[src/inc/dac_ctl_pkg.sv]
// Constants and carrier types for the DAC latch and sleep control block.
// Assumes a 100 MHz aclk and an AXI4-Lite register bus with 32-bit data.
// Notes on behaviour
// - Hold pin high blocks all wiper copies
// - Hold pin low copies registers, level-sensitive
// - Held low, wiper follows each new write
// - Pin asynchronous; writes accepted while blocked
// - Each channel has its own sleep select
// - Select 00 run, 01 low R, 10 high R, 11 open
// - Sleep disables drive, keeps register values
// - Entry to sleep waits entry delay
// - Sleep bits change by write, wake-up, reset or power-on load
// - General reset reloads volatile from shadow
// - Command interface stays alive in sleep
// - Write 00, wake-up or reset clears sleep
// - Leaving sleep drives from current values
// - Blocked write stays unseen after wake
// - Exit from sleep waits exit delay
// - Volatile write lands at command end
package dac_ctl_pkg;
    localparam int DATA_W = 32;
    localparam int ADDR_W = 8;
    localparam logic [ADDR_W-1:0] OFS_DAC0 = 8'h00;
    localparam logic [ADDR_W-1:0] OFS_DAC1 = 8'h04;
    localparam logic [ADDR_W-1:0] OFS_SLEEP = 8'h08;
    localparam logic [ADDR_W-1:0] OFS_SHADOW = 8'h0c;
    localparam logic [ADDR_W-1:0] OFS_CMD = 8'h10;
    localparam logic [ADDR_W-1:0] OFS_WIPER0 = 8'h14;
    localparam logic [ADDR_W-1:0] OFS_WIPER1 = 8'h18;
    localparam logic [ADDR_W-1:0] OFS_STATUS = 8'h1c;
    // Command register bits
    localparam int CMD_RESET_BIT = 0;
    localparam int CMD_WAKE_BIT = 1;
    // Shadow register layout
    localparam int SHD_SLEEP_LSB = 16;
    localparam logic [31:0] SHADOW_RST = 32'h0000_0000;
    localparam logic [1:0] SEL_RUN = 2'h0;
    localparam logic [1:0] SEL_LOW_R = 2'h1;
    localparam logic [1:0] SEL_HIGH_R = 2'h2;
    localparam logic [1:0] SEL_OPEN = 2'h3;
    localparam logic [1:0] RESP_OKAY = 2'h0;
    localparam logic [1:0] RESP_SLVERR = 2'h2;
    localparam int CLK_PERIOD_NS = 10;
    localparam int SLEEP_ENTRY_DELAY_NS = 10000;
    localparam int SLEEP_EXIT_DELAY_NS = 10000;
    localparam int ENTRY_CYCLES = SLEEP_ENTRY_DELAY_NS / CLK_PERIOD_NS;
    localparam int EXIT_CYCLES = (SLEEP_EXIT_DELAY_NS + CLK_PERIOD_NS - 1) / CLK_PERIOD_NS;
    typedef struct packed {
        logic drive_en;
        logic pull_low_r;
        logic pull_high_r;
        logic core_on;
    } out_ctl_s;
endpackage

[src/logic/dac_latch_powerdown_control.sv]
// Volatile DAC registers, wiper transfer under the hold pin, sleep selects.
// Assumes an AXI4-Lite master on aclk; hold pin from an unrelated source.
//
// The implementer's own choices: the address map and the AXI4-Lite slave port.
`timescale 1ns/1ps
`default_nettype none
module dac_latch_powerdown_control
    import dac_ctl_pkg::*;
#(
    parameter int NCH = 2,
    parameter int DAC_W = 12,
    parameter int ENTRY_CNT = ENTRY_CYCLES,
    parameter int EXIT_CNT = EXIT_CYCLES
)
(
    input wire logic aclk,
    input wire logic aresetn,
    input wire logic ce,
    input wire logic transfer_hold_pin,
    input wire logic [ADDR_W-1:0] s_axi_awaddr,
    input wire logic s_axi_awvalid,
    output logic s_axi_awready,
    input wire logic [DATA_W-1:0] s_axi_wdata,
    input wire logic [3:0] s_axi_wstrb,
    input wire logic s_axi_wvalid,
    output logic s_axi_wready,
    output logic [1:0] s_axi_bresp,
    output logic s_axi_bvalid,
    input wire logic s_axi_bready,
    input wire logic [ADDR_W-1:0] s_axi_araddr,
    input wire logic s_axi_arvalid,
    output logic s_axi_arready,
    output logic [DATA_W-1:0] s_axi_rdata,
    output logic [1:0] s_axi_rresp,
    output logic s_axi_rvalid,
    input wire logic s_axi_rready,
    output logic [NCH*DAC_W-1:0] wiper_q,
    output out_ctl_s [NCH-1:0] out_ctl_q
);
    logic hold_meta_q;
    logic hold_sync_q;
    logic [DAC_W-1:0] dac_q [NCH];
    logic [1:0] sleep_sel_q [NCH];
    logic [31:0] shadow_q;
    logic [ADDR_W-1:0] awaddr_q;
    logic [DATA_W-1:0] wdata_q;
    logic [3:0] wstrb_q;
    logic aw_have_q;
    logic w_have_q;
    logic do_write;
    logic gen_reset;
    logic gen_wake;
    logic [DATA_W-1:0] rdata_d;
    logic rd_ok;

    // Two-flop synchroniser; the pin is unrelated to the bus clock
    always_ff @(posedge aclk)
    begin
        if (!aresetn)
        begin
            hold_meta_q <= 1'b0;
            hold_sync_q <= 1'b0;
        end
        else if (ce)
        begin
            hold_meta_q <= transfer_hold_pin;
            hold_sync_q <= hold_meta_q;
        end
    end

    // Address and data may arrive in either order; commit once both held
    assign do_write = aw_have_q && w_have_q && !s_axi_bvalid;

    always_ff @(posedge aclk)
    begin
        if (!aresetn)
        begin
            aw_have_q <= 1'b0;
            w_have_q <= 1'b0;
            awaddr_q <= '0;
            wdata_q <= '0;
            wstrb_q <= '0;
            s_axi_awready <= 1'b0;
            s_axi_wready <= 1'b0;
            s_axi_bvalid <= 1'b0;
            s_axi_bresp <= RESP_OKAY;
        end
        else if (ce)
        begin
            s_axi_awready <= !aw_have_q && !s_axi_awready && !s_axi_bvalid;
            s_axi_wready <= !w_have_q && !s_axi_wready && !s_axi_bvalid;
            if (s_axi_awvalid && s_axi_awready)
            begin
                aw_have_q <= 1'b1;
                awaddr_q <= s_axi_awaddr;
                s_axi_awready <= 1'b0;
            end
            if (s_axi_wvalid && s_axi_wready)
            begin
                w_have_q <= 1'b1;
                wdata_q <= s_axi_wdata;
                wstrb_q <= s_axi_wstrb;
                s_axi_wready <= 1'b0;
            end
            if (do_write)
            begin
                aw_have_q <= 1'b0;
                w_have_q <= 1'b0;
                s_axi_bvalid <= 1'b1;
                case (awaddr_q)
                    OFS_DAC0, OFS_DAC1, OFS_SLEEP, OFS_SHADOW, OFS_CMD:
                        s_axi_bresp <= RESP_OKAY;
                    default:
                        s_axi_bresp <= RESP_SLVERR;
                endcase
            end
            else if (s_axi_bvalid && s_axi_bready)
                s_axi_bvalid <= 1'b0;
        end
    end

    // Command strobes are self-clearing
    assign gen_reset = do_write && (awaddr_q == OFS_CMD) && wstrb_q[0]
        && wdata_q[CMD_RESET_BIT];
    assign gen_wake = do_write && (awaddr_q == OFS_CMD) && wstrb_q[0]
        && wdata_q[CMD_WAKE_BIT];

    // Shadow stands for the nonvolatile copy; low byte holds DAC0 reload, next byte DAC1
    always_ff @(posedge aclk)
    begin
        if (!aresetn)
            shadow_q <= SHADOW_RST;
        else if (ce && do_write && awaddr_q == OFS_SHADOW)
        begin
            for (int b = 0; b < 4; b++)
                if (wstrb_q[b])
                    shadow_q[b*8 +: 8] <= wdata_q[b*8 +: 8];
        end
    end

    genvar ch;
    generate
        for (ch = 0; ch < NCH; ch++)
        begin : g_ch
            localparam logic [ADDR_W-1:0] DAC_OFS = (ch % 2 == 1) ? OFS_DAC1 : OFS_DAC0;

            // Volatile value lands when the write completes, blocked or not
            always_ff @(posedge aclk)
            begin
                if (!aresetn)
                    dac_q[ch] <= '0;
                else if (ce)
                begin
                    if (gen_reset)
                        dac_q[ch] <= DAC_W'(shadow_q[(ch % 2) * 8 +: 8]);
                    else if (do_write && awaddr_q == DAC_OFS && wstrb_q[0])
                        dac_q[ch] <= wdata_q[DAC_W-1:0];
                end
            end

            // Level-sensitive copy; a held pin keeps the old wiper through wake
            always_ff @(posedge aclk)
            begin
                if (!aresetn)
                    wiper_q[ch*DAC_W +: DAC_W] <= '0;
                else if (ce && !hold_sync_q)
                    wiper_q[ch*DAC_W +: DAC_W] <= dac_q[ch];
            end

            // Only a register write, a wake-up, a general reset or the power-on load moves the select
            always_ff @(posedge aclk)
            begin
                if (!aresetn)
                    sleep_sel_q[ch] <= SHADOW_RST[SHD_SLEEP_LSB + 2*ch +: 2];
                else if (ce)
                begin
                    if (gen_reset)
                        sleep_sel_q[ch] <= SEL_RUN;
                    else if (gen_wake)
                        sleep_sel_q[ch] <= SEL_RUN;
                    else if (do_write && awaddr_q == OFS_SLEEP && wstrb_q[0])
                        sleep_sel_q[ch] <= wdata_q[2*ch +: 2];
                end
            end

            sleep_channel #(
                .ENTRY_CNT(ENTRY_CNT),
                .EXIT_CNT(EXIT_CNT)
            ) u_sleep (
                .aclk(aclk),
                .aresetn(aresetn),
                .ce(ce),
                .sel(sleep_sel_q[ch]),
                .ctl_q(out_ctl_q[ch])
            );
        end
    endgenerate

    always_comb
    begin
        rdata_d = '0;
        rd_ok = 1'b1;
        case (s_axi_araddr)
            OFS_DAC0: rdata_d[DAC_W-1:0] = dac_q[0];
            OFS_DAC1: rdata_d[DAC_W-1:0] = dac_q[NCH-1];
            OFS_SLEEP:
                for (int i = 0; i < NCH; i++)
                    rdata_d[2*i +: 2] = sleep_sel_q[i];
            OFS_SHADOW: rdata_d = shadow_q;
            OFS_CMD: rdata_d = '0;
            OFS_WIPER0: rdata_d[DAC_W-1:0] = wiper_q[0 +: DAC_W];
            OFS_WIPER1: rdata_d[DAC_W-1:0] = wiper_q[(NCH-1)*DAC_W +: DAC_W];
            OFS_STATUS:
            begin
                rdata_d[0] = hold_sync_q;
                for (int i = 0; i < NCH; i++)
                    rdata_d[1+i] = out_ctl_q[i].drive_en;
            end
            default: rd_ok = 1'b0;
        endcase
    end

    // Read port serves commands in every sleep state
    always_ff @(posedge aclk)
    begin
        if (!aresetn)
        begin
            s_axi_arready <= 1'b0;
            s_axi_rvalid <= 1'b0;
            s_axi_rdata <= '0;
            s_axi_rresp <= RESP_OKAY;
        end
        else if (ce)
        begin
            s_axi_arready <= !s_axi_arready && !s_axi_rvalid;
            if (s_axi_arvalid && s_axi_arready)
            begin
                s_axi_arready <= 1'b0;
                s_axi_rvalid <= 1'b1;
                s_axi_rdata <= rdata_d;
                s_axi_rresp <= rd_ok ? RESP_OKAY : RESP_SLVERR;
            end
            else if (s_axi_rvalid && s_axi_rready)
                s_axi_rvalid <= 1'b0;
        end
    end
endmodule
`default_nettype wire

[src/logic/sleep_channel.sv]
// One channel's sleep sequencer: entry and exit delays and output controls.
// Assumes sel arrives from a register in the aclk domain.
`timescale 1ns/1ps
`default_nettype none
module sleep_channel
    import dac_ctl_pkg::*;
#(
    parameter int ENTRY_CNT = ENTRY_CYCLES,
    parameter int EXIT_CNT = EXIT_CYCLES
)
(
    input wire logic aclk,
    input wire logic aresetn,
    input wire logic ce,
    input wire logic [1:0] sel,
    output out_ctl_s ctl_q
);
    typedef enum logic [1:0] {ST_RUN, ST_ENTER, ST_SLEEP, ST_EXIT} state_e;
    localparam int CW = $clog2((ENTRY_CNT > EXIT_CNT ? ENTRY_CNT : EXIT_CNT) + 1);
    state_e state_q;
    logic [CW-1:0] cnt_q;

    always_ff @(posedge aclk)
    begin
        if (!aresetn)
        begin
            state_q <= ST_RUN;
            cnt_q <= '0;
        end
        else if (ce)
        begin
            case (state_q)
                ST_RUN:
                    if (sel != SEL_RUN)
                    begin
                        state_q <= ST_ENTER;
                        cnt_q <= CW'(ENTRY_CNT - 1);
                    end
                ST_ENTER:
                    if (sel == SEL_RUN)
                        state_q <= ST_RUN;
                    else if (cnt_q == '0)
                        state_q <= ST_SLEEP;
                    else
                        cnt_q <= cnt_q - 1'b1;
                ST_SLEEP:
                    if (sel == SEL_RUN)
                    begin
                        state_q <= ST_EXIT;
                        cnt_q <= CW'(EXIT_CNT - 1);
                    end
                ST_EXIT:
                    if (sel != SEL_RUN)
                        state_q <= ST_SLEEP;
                    else if (cnt_q == '0)
                        state_q <= ST_RUN;
                    else
                        cnt_q <= cnt_q - 1'b1;
                default:
                    state_q <= ST_RUN;
            endcase
        end
    end

    // Output controls registered; core powers up at once on exit, drive waits
    always_ff @(posedge aclk)
    begin
        if (!aresetn)
            ctl_q <= '{drive_en: 1'b1, pull_low_r: 1'b0, pull_high_r: 1'b0, core_on: 1'b1};
        else if (ce)
        begin
            ctl_q.drive_en <= (state_q == ST_RUN) || (state_q == ST_ENTER);
            ctl_q.core_on <= (state_q != ST_SLEEP);
            ctl_q.pull_low_r <= (state_q == ST_SLEEP) && (sel == SEL_LOW_R);
            ctl_q.pull_high_r <= (state_q == ST_SLEEP) && (sel == SEL_HIGH_R);
        end
    end
endmodule
`default_nettype wire

[config.mk]
export PLATFORM = sky130hd
export DESIGN_NAME = dac_latch_powerdown_control
export DESIGN_NICKNAME = d
export VERILOG_FILES = /design/src/inc/dac_ctl_pkg.sv /design/src/logic/dac_latch_powerdown_control.sv /design/src/logic/sleep_channel.sv
export SDC_FILE = /design/constraint.sdc
export NUM_CORES = 1
export LEC_CHECK = 0
export BUFFER_PORTS_ARGS = -buffer_cell sky130_fd_sc_hd__buf_4
export CAP_MARGIN = 20
export CELL_PAD_IN_SITES_DETAIL_PLACEMENT = 1
export CELL_PAD_IN_SITES_GLOBAL_PLACEMENT = 1
export CORE_UTILIZATION = 25
export CTS_BUF_LIST = sky130_fd_sc_hd__clkbuf_4 sky130_fd_sc_hd__clkbuf_8
export CTS_CLUSTER_SIZE = 8
export DETAILED_ROUTE_END_ITERATION = 7
export PLACE_DENSITY = 0.59
export SLEW_MARGIN = 0
export SYNTH_ARGS = -nofsm -noshare
export SYNTH_HDL_FRONTEND = slang
export SYNTH_SLANG_ARGS = --single-unit
[constraint.sdc]
create_clock -name aclk -period 4.7 [get_ports aclk]
set_input_delay 0.94 -clock aclk [delete_from_list [all_inputs] [get_ports aclk]]
set_output_delay 0.94 -clock aclk [all_outputs]
set_load 0.005 [all_outputs]
==> results.md, run 1 <==
- Fin crit period: roughly 2.5 ns
- Leakage: 3.91 nW
- Synthesis warning total: 0
- Hold Vio Cnt, Final: 0
- Post-synth top area cell: dfxtp_1
- Sequential cell area: between 4000 and 5000 um^2
- Setup TNS: 0 ns
- Die X: 188 um
- FF-to-FF path depth: 4
- Worst Hold Depth: 2
- First-pass DRT Iterations: 4
- Layout cells sized above 1: 20.7%
- CTS H-Tree Depth: 2
- Yosys reg bits: roughly 200
- Total Nets Final: roughly 1200
- CTS clk-pin slew, worst paths: 0.06 ns
- Synth Instances: ~990
- Vias in the first global route: 7932
- MaxCap Viol Count: 0
- Vias per cell: 4.93
- VDD IR max: 0.152 mV
- Number of primary I/O pins: about 130
- Final critical-path share of the clock period: 54.0%
- Cts repair resizes: 0
- Critical Path RT: 5.08 ns
- WS Path Type: input port to register
- Main flop type after synthesis: dfxtp_1
- Worst-path fanout max: 40
- Max Clk Rate: approximately 0.4 GHz
- Final Power: around 4 mW
- Post-synth EDFFs: 28
- Hold Path End: wdata_q[19]$_SDFFE_PN0P_
- Max-slew violation count: 0
- Buffers on Ports: 131
- RSZ-0062 raised after global routing: no
- Synthesized cell area: 8620 um^2
- Multi-input logic area: 3910 um^2
- CP endpoint kind: register
- Residual DRC count: 0
- Antenna viol nets, final: 0
- # hold bufs at CTS: 0
- Count leader, synth: nand2_1
- FILL cells: 4011
- FF-to-FF Start: awaddr_q[1]$_SDFFE_PN0P_
- Flop2flop setup slack: 2.28 ns
- Headroom to the max-slew limit: 30.1%
- Hold Crit Class: register to register
- Avg Inst Size Synth: 8.69 um^2
- Area contributors post-synth: dfxtp_1 41%, edfxtp_1 9.8%, nand2_1 8.4%
- PwrDens: 370 nW/um^2
- Total GRT Usage: 15.7%
- Detailed Route WL: 28100 um
- # diodes: 0
- # rows: 67
- Clk root buf: clkbuf_8
- Pin count of the biggest net entering global routing: 58
- Post-synth top cells: 193 x nand2_1, 175 x dfxtp_1, 104 x a21oi_1, 58 x clkbuf_1, 55 x o21ai_0
- Worst EP arrival: approximately 3 ns
- Initial antenna violation count: 0
- CTS buffer count: 39
- Starting Density: between 20% and 30%
- Die area: roughly 35000 um^2
- Setup Viol. Count Final: 0
- Synth unique cells: 56
- Worst R2R End: dac_q[0][10]$_SDFFCE_PN0P_
- First-pass GRT wire length: 44600 um
- Deepest clock path buffer count: 3
- Area growth, synth to finish: 24.7%
- Sequential area share after synthesis: 50.4%
- CTS tree: done
- Status: finished, final reports clean
- Height of the die: 188 um
- Via count: 7761
- Grt ovf: 0
- Setup bufs post-CTS: 0
- Gpl congestion: a little over 0.8
- Iteration-0 DRC Markers: roughly 470
- Worst Tran Pin Value: 1.05 ns
- Area share of the largest cell type after synthesis: 40.6%
- HPWL after DPL: 19600 um
- Clk_lat worst skew: around 0.52 ns
- TritonCTS Sinks: 203
- Core region area: about 34000 um^2
- Critical Path Start Type: input port
- FFs w/ async S/R, synth: 0%
- Layout Skew: 0.0131 ns
- Worst Hold Launch: wdata_q[19]$_SDFFE_PN0P_
- Drt wl/cell: 17.9 um
[worst max-delay path by stage]
stage	startpoint	end	slack [ns]	cells after the start
floorplan	ce	dac_q[1][0]$_SDFFCE_PN0P_	1.80	4
global placement	ce	shadow_q[10]$_SDFFE_PN0P_	1.70	6
detailed placement	ce	shadow_q[22]$_SDFFE_PN0P_	1.62	6
CTS	ce	shadow_q[23]$_SDFFE_PN0P_	2.18	6
global route	ce	shadow_q[10]$_SDFFE_PN0P_	1.98	6
finish	ce	shadow_q[23]$_SDFFE_PN0P_	2.16	6
[logic make-up after synthesis]
logic type      count (synthesis)  synth area share [%]
compound gates                258                  18.4
buf+inv                        90                  4.24
flops                         203                  50.4
other cells                     1                0.0435
mux                            23                  3.11
simple gates                  413                  23.2
fa+ha+maj                       4                 0.581
[registers in the layout (all words and copies together) (netlist names), 8 cells and up, named ones only]
signal,flops
dac_q,24
wdata_q,32
s_axi_rdata,32
shadow_q,32
g_ch.u_sleep.ctl_q,8
awaddr_q,8
g_ch.u_sleep.cnt_q,20
wiper_q,24
[placed cells by master (no fill, tap or decap), types with 5 or more instances in the layout]
cell,instances
nor3_1,10
mux2i_1,11
mux2_2,10
clkbuf_8,49
a22oi_1,27
dfxtp_1,175
or3_1,8
nand4_1,33
a31oi_1,11
and3_1,10
o21a_1,12
a21oi_1,104
o21ai_0,55
a32oi_1,5
clkbuf_4,17
nand3_1,37
o211ai_1,8
inv_1,8
nor4b_1,6
or4_1,7
a221o_1,8
nand2_1,193
o31ai_1,6
nor3b_1,6
and2_1,5
nand2b_1,11
a32o_1,5
nor2b_1,7
edfxtp_1,28
nor2_1,54
buf_4,143
[metrics by stage]
stage                     worst slack [ns]  instances  area (um^2)  utilization [%]  hold WS (ns)
after floorplan                       1.80        993         8620                -         0.436
after global placement                1.70       1503         9930             29.5         0.444
after detailed placement              1.62       1503         9930             29.5         0.450
after CTS                             2.18       1573        10800             31.9         0.460
after global routing                  1.98       1573        10800             31.9         0.471
final                                 2.16       1573        10800             31.9         0.459
[routing by layer]
layer	share of wire, %	vias to the layer above	global-route usage (%)
li1	-	3782	-
met1	48	3753	21.7
met2	43	191	24.4
met3	6.8	35	4.15
met4	1.4	0	3.81
met5	0	-	0
[critical path, stage by stage]
cell,delay (ns)
buf_4,0.35
nand4b_1,0.30
nor4_4,0.59
buf_4,0.30
and2_1,0.28
o21ai_0,0.14
[cell type report]
| class | instances | area share (%) |
|---|---|---|
| inverters | 9 | 0.338 |
| clock buffers | 66 | 7.46 |
| clock inverters | 4 | 0.186 |
| flip-flops and latches | 203 | 40.4 |
| well taps | 448 | 5.21 |
| multi-input cells | 700 | 36.4 |
| repair buffers | 143 | 9.99 |
[power breakdown]
part | total (mW) | internal (mW) | switching (mW)
combinational | 0.311 | 0.129 | 0.182
sequential | 1.86 | 1.81 | 0.0534
clock | 1.81 | 1.07 | 0.743
total | 3.98 | 3.00 | 0.978
(Power assumes the default switching activity.)
==> run 2: changes to the inputs <==
==> constraint.sdc (replaced) <==
create_clock -name aclk -period 2.6 [get_ports aclk]
set_input_delay 0.52 -clock aclk [delete_from_list [all_inputs] [get_ports aclk]]
set_output_delay 0.52 -clock aclk [all_outputs]
set_load 0.005 [all_outputs]
==> run 2 against run 1 <==
  * Hold slack lost 0.22 ns
  * Clock-buffer cell count decreased by 5
  * Utilization increased by 0.25 points
  * First-iteration DRC count fell by 21%
  * Worst setup slack lost 1.6 ns
  * Global-route usage is essentially flat
  * Non-clock buffer count up 13
  * Wire length fell by 0.22%
  * Critical path depth fell by 2
  * Critical endpoint is now g_ch[1].u_sleep.cnt_q[6]$_SDFFE_PN0P_
==> results.md, run 2 (same netlist as run 1, synthesis figures left out) <==
- GRT Max-Usage Layer: met2
- Worst Tran Pin Value: 0.873 ns
- Critical path launch point: sleep_sel_q[1][1]$_SDFFCE_PN0P_
- Placed cell area: 10100 um^2
- HPWL after DPL: 19600 um
- CP Buf/Inv Count: 0
- Switch share: 24.8%
- Number of primary I/O pins: 134
- RSZ-0062 raised after global routing: no
- Met3 GRT Util: 4.27%
- PwrDens: 658 nW/um^2
- Gpl congestion: around 0.77
- Leakage: 3.96 nW
- Core region area: 33700 um^2
- Area growth, synth to finish: 25.7%
- CTS clk-pin slew, worst paths: 0.05 ns
- Clock share of power: 44.8%
- MaxCap Viol Count: 0
- Via count: 7715
- Max Clk Rate: between 0.4 and 0.5 GHz
- CP endpoint kind: register
- Share of power burned in registers: a little under half
- CTS H-Tree Depth: 2
- Grt ovf: 0
- Worst path cell trace: o21ai_0 > nand3_1 > or4_1 > a31oi_1
- Detailed Route WL: approximately 28000 um
- Layout Skew: 0.0212 ns
- Height of the die: 188 um
- # rows: 67
- Critical Path RT: 3.05 ns
- Buffers on Ports: about 130
- Worst Hold Depth: 3
- FF-to-FF Start: sleep_sel_q[1][1]$_SDFFCE_PN0P_
- Deepest clock path buffer count: 3
- Fin crit period: roughly 2.1 ns
- FF-to-FF path depth: 4
- Clk_lat worst skew: 0.54 ns
- CTS tree: done
- Top flop regs: s_axi_rdata: 32 flops, shadow_q: 32 flops, wdata_q: 32 flops
- Vias per cell: 4.88
- Worst EP arrival: 2.53 ns
- Setup bufs post-CTS: 0
- First-pass GRT wire length: around 44000 um
- Initial antenna violation count: 1
- Clk root buf: clkbuf_8
- Hold Crit Class: input port to register
- Setup TNS: 0 ns
- Hold Vio Cnt, Final: 0
- Most common cell after layout, fill and taps aside: nand2_1
- CTS buffer count: 38
- Pin count of the biggest net entering global routing: 107
- Final Power: about 7 mW
- Residual DRC count: 0
- Antenna viol nets, final: 0
- Cts repair resizes: 0
- P_int: 5.36 mW
- Drt wl/cell: 17.7 um
- Starting Density: 25.6%
- Highest-count cells in the layout ignoring fill and taps: 193 x nand2_1, 175 x dfxtp_1, 154 x buf_4
- Iteration-0 DRC Markers: 372
- Gate power share: 8.1%
- Switch Pwr: 1.77 mW
- Die area: 35200 um^2
- Final std cell area, no fill: 10800 um^2
- M1 GR Usage: about 22%
- Total Nets Final: 1173
- Max-slew violation count: 0
- FILL cells: 3994
- CP max stage cell: or4_1
- WS Path Type: register to register
- GR Util met2: 24.0%
- Layout cells sized above 1: between 20% and 30%
- # hold bufs at CTS: 0
- Status: finished, final reports clean
- VDD IR max: 0.239 mV
- Die X: 188 um
- Headroom to the max-slew limit: 41.6%
- Critical Path Stages: 4
- Worst Hold Launch: s_axi_wdata[19]
- Worst-path fanout max: 13
- TritonCTS Sinks: 203
- Setup Viol. Count Final: 0
- Total GRT Usage: 15.8%
- Crit path max-delay family: simple AND/OR/NAND/NOR gates
- Final critical-path share of the clock period: about four fifths
- Vias in the first global route: between 7000 and 8000
- Crit-path max cell delay: 0.59 ns
- Critical Path Start Type: register
- First-pass DRT Iterations: 4
- # diodes: 0
==> run 2: path summary, 6_finish.rpt <==
kind                            slack (ns)                                    end
worst max register to register        0.52  g_ch[1].u_sleep.cnt_q[6]$_SDFFE_PN0P_
worst min register to register        0.46               wdata_q[21]$_SDFFE_PN0P_
worst min-delay path                  0.24               wdata_q[19]$_SDFFE_PN0P_
worst max-delay path                  0.52  g_ch[1].u_sleep.cnt_q[6]$_SDFFE_PN0P_
==> run 2: stage by stage <==
step                instances  setup WS, ns  utilization [%]  hold slack, ns
finish                   1580         0.516             32.2           0.240
global route             1580         0.302             32.2           0.215
CTS                      1580         0.491             32.2           0.207
detailed placement       1516         0.393             29.8           0.452
global placement         1516         0.466             29.8           0.445
floorplan                 993         0.122                -           0.436
==> run 2: worst register-to-register path, stage by stage (launching register included) <==
cell and delay [ns]:
edfxtp_1 0.44, o21ai_0 0.40, nand3_1 0.43, or4_1 0.59, a31oi_1 0.17
==> run 2: area by class of cell <==
class | count | area [um^2] | share of cell area [%]
flip-flops and latches | 203 | 4340 | 40.1
multi-input cells | 700 | 3910 | 36.1
repair buffers | 156 | 1200 | 11.0
clock buffers | 61 | 764 | 7.06
well taps | 448 | 561 | 5.17
inverters | 9 | 36.3 | 0.335
clock inverters | 3 | 20.0 | 0.185
==> run 2: power groups by stage <==
stage | clock, mW | sequential [mW] | combinational, mW
final | 3.19 | 3.36 | 0.575
after CTS | 3.30 | 3.36 | 0.586
after floorplan | 0 | 3.39 | 0.361
after global routing | 3.43 | 3.37 | 0.641
after global placement | 0 | 3.43 | 0.574
after detailed placement | 0 | 3.43 | 0.583
==> run 2: metal layers <==
layer | wire, um | vias up | share of wire [%]
met4 | 521 | 2 | 1.9
met5 | 17 | - | 0.061
met3 | 1630 | 44 | 5.8
met2 | 12000 | 174 | 43
li1 | - | 3797 | -
met1 | 13900 | 3698 | 49
